$ cat src/shared/ebpi_pkg.sv
// Contract
// - The low address byte and the low data byte share the eight low multiplexed lines within each bus cycle.
// - The eight high lines carry either multiplexed upper address and data or the middle address byte only.
// - The upper eight address bits of each access leave on their own dedicated output lines.
// - The read strobe is asserted while external memory is read, so the addressed device drives the data lines.
// - With the internal-read enable at 0 and the read pin function select at 1, reads of internal memory also strobe.
// - The low write strobe is asserted when data on the lower eight data lines is written.
// - A separate high write strobe is asserted when data on the upper eight data lines is written.
// - An external device may hold the wait input active and the bus cycle is stretched for as long as it does.
// - A bus-hold request floats the data lines, address lines, read and write strobes and all three chip selects; the code drives the chip selects high.
// - After a bus-hold request the grant output is asserted to acknowledge that the pins are floating.
// - The read/write flag is high during read or dummy cycles and low during write cycles.
// - Each chip select is driven low while the bus address lies inside the area programmed for it; the code keeps all three high during internal accesses.
// - External interrupt zero triggers either on an active high level or on a rising edge, as programmed.
package ebpi_pkg;
  localparam int unsigned ADDR_W     = 24;
  localparam int unsigned DATA_W     = 16;
  localparam int unsigned NUM_CS     = 3;
  localparam int unsigned LO_LSB     = 0;
  localparam int unsigned MID_LSB    = 8;
  localparam int unsigned UP_LSB     = 16;
  localparam logic        RST_STROBE = 1'b1;
  localparam logic        RST_RW     = 1'b1;
  localparam logic [2:0]  RST_CS_N   = 3'h7;
  localparam logic [7:0]  RST_BYTE   = 8'h00;
  localparam logic [15:0] RST_WORD   = 16'h0000;

  typedef logic [ADDR_W-1:0] ebpi_addr_t;

  typedef struct packed {
    ebpi_addr_t        addr;
    logic [DATA_W-1:0] wdata;
    logic              write;
    logic [1:0]        be;
    logic              internal;
  } ebpi_req_s;

  typedef struct packed {
    ebpi_addr_t base;
    ebpi_addr_t mask;
  } ebpi_area_s;

  typedef enum logic [2:0] {ST_IDLE, ST_ADDR, ST_STRB, ST_FLOAT, ST_HOLD} ebpi_state_e;

  // Mask bit set means the address bit takes part in the compare
  function automatic logic ebpi_area_hit(input ebpi_addr_t a, input ebpi_area_s ar);
    return ((a ^ ar.base) & ar.mask) == '0;
  endfunction
endpackage

$ cat src/hw/ebpi_bus_if.sv
`timescale 1ns/1ps
`default_nettype none
module ebpi_bus_if
  import ebpi_pkg::*;
#(
  parameter int unsigned NCS = 3
) (
  input  wire logic                i_clk_sys,
  input  wire logic                i_nrst,
  input  wire logic                i_ce,
  input  wire logic                i_req_valid,
  input  wire ebpi_req_s           i_req,
  output logic                     o_busy,
  output logic                     o_done,
  output logic [DATA_W-1:0]        o_rdata,
  input  wire logic                i_bus16,
  input  wire logic                i_int_rd_enable_n,
  input  wire logic                i_read_pin_function_select,
  input  wire ebpi_area_s [NCS-1:0] i_cs_area,
  input  wire logic                i_ext_interrupt_zero_edge_mode,
  input  wire logic                i_ext_interrupt_zero,
  output logic                     o_ext_interrupt_zero_req,
  input  wire logic [7:0]          i_mux_addr_data_low,
  output logic [7:0]               o_mux_addr_data_low,
  output logic                     o_mux_addr_data_low_oe,
  input  wire logic [7:0]          i_mux_addr_data_high,
  output logic [7:0]               o_mux_addr_data_high,
  output logic                     o_mux_addr_data_high_oe,
  output logic [7:0]               o_addr_mid_byte,
  output logic [7:0]               o_addr_upper_byte,
  output logic                     o_bus_oe,
  output logic                     o_read_strobe_n,
  output logic                     o_write_strobe_n,
  output logic                     o_high_write_strobe_n,
  output logic                     o_read_write,
  output logic [NCS-1:0]           o_chip_select_n,
  input  wire logic                i_wait_n,
  input  wire logic                i_bus_hold_request_n,
  output logic                     o_bus_hold_grant_n
);
  // Decode and reset values are built for exactly three chip selects
  if (NCS != NUM_CS) begin : g_ncs_check
    $error("ebpi_bus_if: chip select count must be 3");
  end

  ebpi_state_e state_r, state_nxt;
  ebpi_req_s   req_r, req_nxt;
  logic [7:0]  ad_lo_nxt, ad_hi_nxt, mid_nxt, up_nxt;
  logic        ad_lo_oe_nxt, ad_hi_oe_nxt, bus_oe_nxt, rd_n_nxt, wr_n_nxt, hwr_n_nxt, rw_nxt;
  logic        grant_n_nxt, done_nxt, ext_interrupt_zero_prev_r;
  logic [NCS-1:0]    cs_n_nxt;
  logic [DATA_W-1:0] rdata_nxt;

  wire logic           start     = i_req_valid && i_bus_hold_request_n;
  wire logic           ext       = !req_r.internal;
  wire logic           rd_strobe = !req_r.write && (ext || (!i_int_rd_enable_n && i_read_pin_function_select));
  wire logic           wr_ext    = req_r.write && ext;
  wire logic           ext_interrupt_zero_nxt  = i_ext_interrupt_zero_edge_mode ? (i_ext_interrupt_zero && !ext_interrupt_zero_prev_r)
                                                    : i_ext_interrupt_zero;
  logic [NCS-1:0]      cs_hit;
  logic [NCS-1:0]      new_hit;

  always_comb begin
    for (int i = 0; i < NCS; i++) begin
      cs_hit[i]  = ebpi_area_hit(req_r.addr, i_cs_area[i]);
      new_hit[i] = ebpi_area_hit(i_req.addr, i_cs_area[i]);
    end
  end

  always_comb begin
    state_nxt    = state_r;
    req_nxt      = req_r;
    ad_lo_nxt    = o_mux_addr_data_low;
    ad_hi_nxt    = o_mux_addr_data_high;
    mid_nxt      = o_addr_mid_byte;
    up_nxt       = o_addr_upper_byte;
    ad_lo_oe_nxt = o_mux_addr_data_low_oe;
    ad_hi_oe_nxt = o_mux_addr_data_high_oe;
    bus_oe_nxt   = o_bus_oe;
    rd_n_nxt     = o_read_strobe_n;
    wr_n_nxt     = o_write_strobe_n;
    hwr_n_nxt    = o_high_write_strobe_n;
    rw_nxt       = o_read_write;
    cs_n_nxt     = o_chip_select_n;
    grant_n_nxt  = o_bus_hold_grant_n;
    done_nxt     = 1'b0;
    rdata_nxt    = o_rdata;
    unique case (state_r)
      ST_IDLE: begin
        if (!i_bus_hold_request_n) begin
          state_nxt    = ST_FLOAT;
          bus_oe_nxt   = 1'b0;
          ad_lo_oe_nxt = 1'b0;
          ad_hi_oe_nxt = 1'b0;
          cs_n_nxt     = RST_CS_N;
        end else if (start) begin
          state_nxt    = ST_ADDR;
          req_nxt      = i_req;
          ad_lo_nxt    = i_req.addr[LO_LSB +: 8];
          ad_hi_nxt    = i_req.addr[MID_LSB +: 8];
          mid_nxt      = i_req.addr[MID_LSB +: 8];
          up_nxt       = i_req.addr[UP_LSB +: 8];
          ad_lo_oe_nxt = !i_req.internal;
          ad_hi_oe_nxt = !i_req.internal;
          rw_nxt       = !i_req.write;
          cs_n_nxt     = i_req.internal ? RST_CS_N : ~new_hit;
        end
      end
      ST_ADDR: begin
        state_nxt    = ST_STRB;
        rd_n_nxt     = !rd_strobe;
        wr_n_nxt     = !(wr_ext && req_r.be[0]);
        hwr_n_nxt    = !(wr_ext && req_r.be[1] && i_bus16);
        ad_lo_nxt    = req_r.wdata[7:0];
        ad_lo_oe_nxt = wr_ext;
        // Narrow mode keeps the middle address byte on the high lines for the whole cycle
        ad_hi_nxt    = i_bus16 ? req_r.wdata[15:8] : req_r.addr[MID_LSB +: 8];
        ad_hi_oe_nxt = i_bus16 ? wr_ext : ext;
      end
      ST_STRB: begin
        if (i_wait_n) begin
          state_nxt    = ST_IDLE;
          done_nxt     = 1'b1;
          rdata_nxt    = req_r.internal ? RST_WORD
                         : {(i_bus16 ? i_mux_addr_data_high : RST_BYTE), i_mux_addr_data_low};
          rd_n_nxt     = RST_STROBE;
          wr_n_nxt     = RST_STROBE;
          hwr_n_nxt    = RST_STROBE;
          rw_nxt       = RST_RW;
          cs_n_nxt     = RST_CS_N;
          ad_lo_oe_nxt = 1'b0;
          ad_hi_oe_nxt = 1'b0;
        end
      end
      ST_FLOAT: begin
        state_nxt   = ST_HOLD;
        grant_n_nxt = 1'b0;
      end
      ST_HOLD: begin
        if (i_bus_hold_request_n) begin
          state_nxt   = ST_IDLE;
          grant_n_nxt = 1'b1;
          bus_oe_nxt  = 1'b1;
        end
      end
    endcase
  end

  always_ff @(posedge i_clk_sys or negedge i_nrst) begin
    if (!i_nrst) begin
      state_r                 <= ST_IDLE;
      req_r                   <= '0;
      o_mux_addr_data_low     <= RST_BYTE;
      o_mux_addr_data_high    <= RST_BYTE;
      o_addr_mid_byte         <= RST_BYTE;
      o_addr_upper_byte       <= RST_BYTE;
      o_mux_addr_data_low_oe  <= 1'b0;
      o_mux_addr_data_high_oe <= 1'b0;
      o_bus_oe                <= 1'b1;
      o_read_strobe_n         <= RST_STROBE;
      o_write_strobe_n        <= RST_STROBE;
      o_high_write_strobe_n   <= RST_STROBE;
      o_read_write            <= RST_RW;
      o_chip_select_n         <= RST_CS_N;
      o_bus_hold_grant_n      <= 1'b1;
      o_done                  <= 1'b0;
      o_busy                  <= 1'b0;
      o_rdata                 <= RST_WORD;
      o_ext_interrupt_zero_req              <= 1'b0;
      ext_interrupt_zero_prev_r             <= 1'b0;
    end else if (i_ce) begin
      state_r                 <= state_nxt;
      req_r                   <= req_nxt;
      o_mux_addr_data_low     <= ad_lo_nxt;
      o_mux_addr_data_high    <= ad_hi_nxt;
      o_addr_mid_byte         <= mid_nxt;
      o_addr_upper_byte       <= up_nxt;
      o_mux_addr_data_low_oe  <= ad_lo_oe_nxt;
      o_mux_addr_data_high_oe <= ad_hi_oe_nxt;
      o_bus_oe                <= bus_oe_nxt;
      o_read_strobe_n         <= rd_n_nxt;
      o_write_strobe_n        <= wr_n_nxt;
      o_high_write_strobe_n   <= hwr_n_nxt;
      o_read_write            <= rw_nxt;
      o_chip_select_n         <= cs_n_nxt;
      o_bus_hold_grant_n      <= grant_n_nxt;
      o_done                  <= done_nxt;
      o_busy                  <= state_nxt != ST_IDLE;
      o_rdata                 <= rdata_nxt;
      o_ext_interrupt_zero_req              <= ext_interrupt_zero_nxt;
      ext_interrupt_zero_prev_r             <= i_ext_interrupt_zero;
    end
  end
endmodule // ebpi_bus_if
`default_nettype wire

$ cat config.mk
export PLATFORM = sky130hd
export DESIGN_NAME = ebpi_bus_if
export DESIGN_NICKNAME = d
export VERILOG_FILES = /design/src/shared/ebpi_pkg.sv /design/src/hw/ebpi_bus_if.sv
export SDC_FILE = /design/constraint.sdc
export NUM_CORES = 1
export LEC_CHECK = 0
export BUFFER_PORTS_ARGS = -buffer_cell sky130_fd_sc_hd__clkbuf_2
export CORE_MARGIN = 2
export CORE_UTILIZATION = 30
export DETAILED_ROUTE_END_ITERATION = 8
export PLACE_DENSITY = 0.62
export SLEW_MARGIN = 10
export SYNTH_ARGS = -nofsm -noshare
export SYNTH_HDL_FRONTEND = slang
export SYNTH_SLANG_ARGS = --single-unit
$ cat constraint.sdc
create_clock -name i_clk_sys -period 2.24 [get_ports i_clk_sys]
set_input_delay 0.224 -clock i_clk_sys [delete_from_list [all_inputs] [get_ports i_clk_sys]]
set_output_delay 0.224 -clock i_clk_sys [all_outputs]
set_load 0.02 [all_outputs]
==> flow_metrics.tcl <==
set metrics [dict create \
    drc 0 \
    grt_start_max_net_pins 52 \
    cts-root-buf "clkbuf_16" \
    initialDrtViolationCount 193 \
    fin_tns_setup_ps 0 \
    setup.worst_path.end "o_chip_select_n[2]" \
    grt_pass1_vias 4542 \
    syn_avg_cell_area_sq_um 10.45 \
    powerDensity_nw_per_um2 1043 \
    synth_edf_count 0 \
    startpoint_type "flip-flop" \
    finalSetupViolations 0 \
    die-width_um 131.3 \
    io-pin-count 277 \
    crit_path_end_kind "flip-flop" \
    yosysTopAreaCellShare_pct 39.65 \
    crit_arrival_ps 2090 \
    path_depth 5 \
    outcome "finished clean" \
    yosysSeqAreaShare_pct 44.52 \
    max_freq_ghz 0.5421 \
    firstDrtPassIters 4 \
    gr-total-overflow 0 \
    ys_warn_count 0 \
    htree_levels 3 \
    mostFrequentLayoutCell "clkbuf_2" \
    initial_core_util_pct 30.59 \
    path_max_fanout 14 \
    vias 4384 \
    cts_sinks 86 \
    drive_gt1_share_pct 48.44 \
    synth-main-ff-cell "dfrtp_1" \
    synthTopCellsByArea "dfrtp_1 (40%), xor2_1 (13%), mux2_2 (6.7%)" \
    slew_violations 0 \
    numCtsBuffers 9 \
    path_clk_slew_ps 60 \
    clock_latency_ps 350 \
    clockBufferDepth 2 \
    path_cells "buf_4 -> nor2_2 -> nand3_2 -> nor4_1 -> a41oi_1" \
    path_buf_inv 1 \
    io_buffers 276 \
    grt-busiest-layer "met2" \
    die_y_um 131.3 \
    final_cell_mix "clkbuf_2 (275), dfrtp_1 (77), xor2_1 (72), nand2_1 (57), o21ai_0 (42)" \
    ys_types 43 \
    fin_crit_ps 1845 \
    cp_slowest_stage_delay_ps 510 \
    maxCapViolCount 0 \
    fin_crit_sh_pct 82.35 \
    use_met1_pct 21.49 \
    antenna_found_initial 1 \
    r2r_setup_slack_ps 400 \
    leakage_uw 0.003434 \
    relSlewSlack_pct 32.87 \
    fin_nets 950 \
    track_usage_pct 18.13 \
    area_growth_pct 38.05 \
    place_congestion 0.8129 \
    viasPerCell 4.586 \
    wl_um 15370 \
    grt_use_met2_pct 31.40 \
    reg2reg_depth 5 \
    finalPower_uw 6995 \
    avgRoutedWirePerCell_um 16.08 \
    slowest_stage "nor4_1" \
    grt_pass1_wl_um 24070 \
    placementRows 46 \
    timing.rr.end "o_chip_select_n[2]" \
    ys_ff_latch 86 \
    worst_pin_slew_ps 1007 \
    startpoint "state_r[0]" \
    path_class "reg2reg" \
    ctsResizeCount 0 \
    synth_area_sq_um 4860 \
    hold_violations 0 \
    fin_skew_ps 5.701 \
    synthCells 465 \
    synth-async-reset-ratio_pct 100.0 \
    crit_family "simple AND/OR/NAND/NOR gates" \
    cts_tree "yes" \
    coreArea_sq_um 15890 \
    hpwl_um 12610 \
    critical_path_required_ps 2490 \
    whs_ps 106.5 \
    synth_nets 680 \
    ant_nets 0 \
    grt_setup_unrepaired "no" \
    vdd_drop_max_uv 389.1 \
    die_area_sq_um 17230 \
    reg2reg_from "state_r[0]" \
    hold_class "in2reg" \
    yosys.area.top_type "dfrtp_1" \
    grt_use_met3_pct 4.784 \
]
## final cells by class
cell class	instances	area [sq um]
diodes	1	2.502
repair buffers	289	1496
multi-input cells	345	2505
fillers	1587	9176
flip-flops and latches	86	2163
clock buffers	10	229.0
well taps	216	270.3
inverters	4	15.01
clock inverters	5	27.53
## metrics by stage
stage | worst slack, ps | area (sq um) | cells | util [%]
finish | 395.3 | 6709 | 956 | 42.23
global route | 218.1 | 6706 | 955 | 42.22
CTS | 290.7 | 6706 | 955 | 42.22
detailed placement | 285.4 | 6440 | 939 | 40.54
global placement | 333.0 | 6440 | 939 | 40.54
floorplan | 750.0 | 4860 | 465 | -
## worst register-to-register path: cells and delay by family (launching register included)
family,cells,cell delay (ps)
buffers and inverters,1,190
flip-flops,1,380
AND/OR/NAND/NOR,3,1000
AO/OA/AOI/OAI,1,170
## cell usage after synthesis, types with 4 or more instances
cell type	instances
a22o_1	10
dfrtp_1	77
nand3_1	5
nand2_1	57
buf_2	9
clkbuf_1	8
buf_4	9
o21ai_1	7
a22oi_1	18
xor2_1	72
o21ai_0	42
a21oi_1	8
mux2i_1	16
nand2b_1	13
nor2_1	12
inv_1	4
a41oi_1	4
dfstp_2	9
mux2_2	29
a31oi_1	5
a221oi_1	9
mux2_4	10
## worst min-delay path by stage
stage	cells after the start	endpoint	from	slack, ps
after floorplan	0	ext_interrupt_zero_prev_r	i_nrst	-70
after global placement	1	o_ext_interrupt_zero_req	i_nrst	30
after global routing	2	req_r[15]	i_req[15]	90
after CTS	2	req_r[15]	i_req[15]	90
after detailed placement	1	o_ext_interrupt_zero_req	i_nrst	30
final	2	req_r[5]	i_req[5]	110
## timing repair
action	in CTS	in global routing
hold endpoints to repair	78	0
buffers inserted	0	0
hold buffers	1	0
## kinds of logic (layout without fill, tap and decap cells)
| kind of cell | Yosys count | count (layout) | synth area share [%] |
|---|---|---|---|
| AOI/OAI and AO/OA | 110 | 110 | 14.68 |
| xor gates and xnor gates | 73 | 73 | 13.16 |
| buffers and inverters | 34 | 308 | 4.016 |
| DFF | 86 | 86 | 44.52 |
| muxes | 55 | 55 | 13.10 |
| other | 0 | 1 | 0 |
| and+or+nand+nor | 107 | 107 | 10.53 |
## report_power, final
group / internal [uW] / switching [uW] / total (uW) / leakage [uW]
logic: 1290 / 1720 / 3010 / 0.00225
registers: 2240 / 406 / 2650 / 0.00106
clock network: 737 / 606 / 1340 / 0.000128
## layer usage
metal / wire length, um / share of wire (%)
met5: 0 / 0
met4: 382 / 2.5
met3: 1030 / 6.7
met2: 7542 / 49
met1: 6416 / 42
## sequential cells by signal, summed over array words and instances (netlist names), 3 cells and up
signal,flops
state_r,3
o_chip_select_n,3
req_r,20
o_mux_addr_data_high,8
o_rdata,16
o_addr_upper_byte,8
o_addr_mid_byte,8
o_mux_addr_data_low,8
Power figures use the tool's default switching activity.
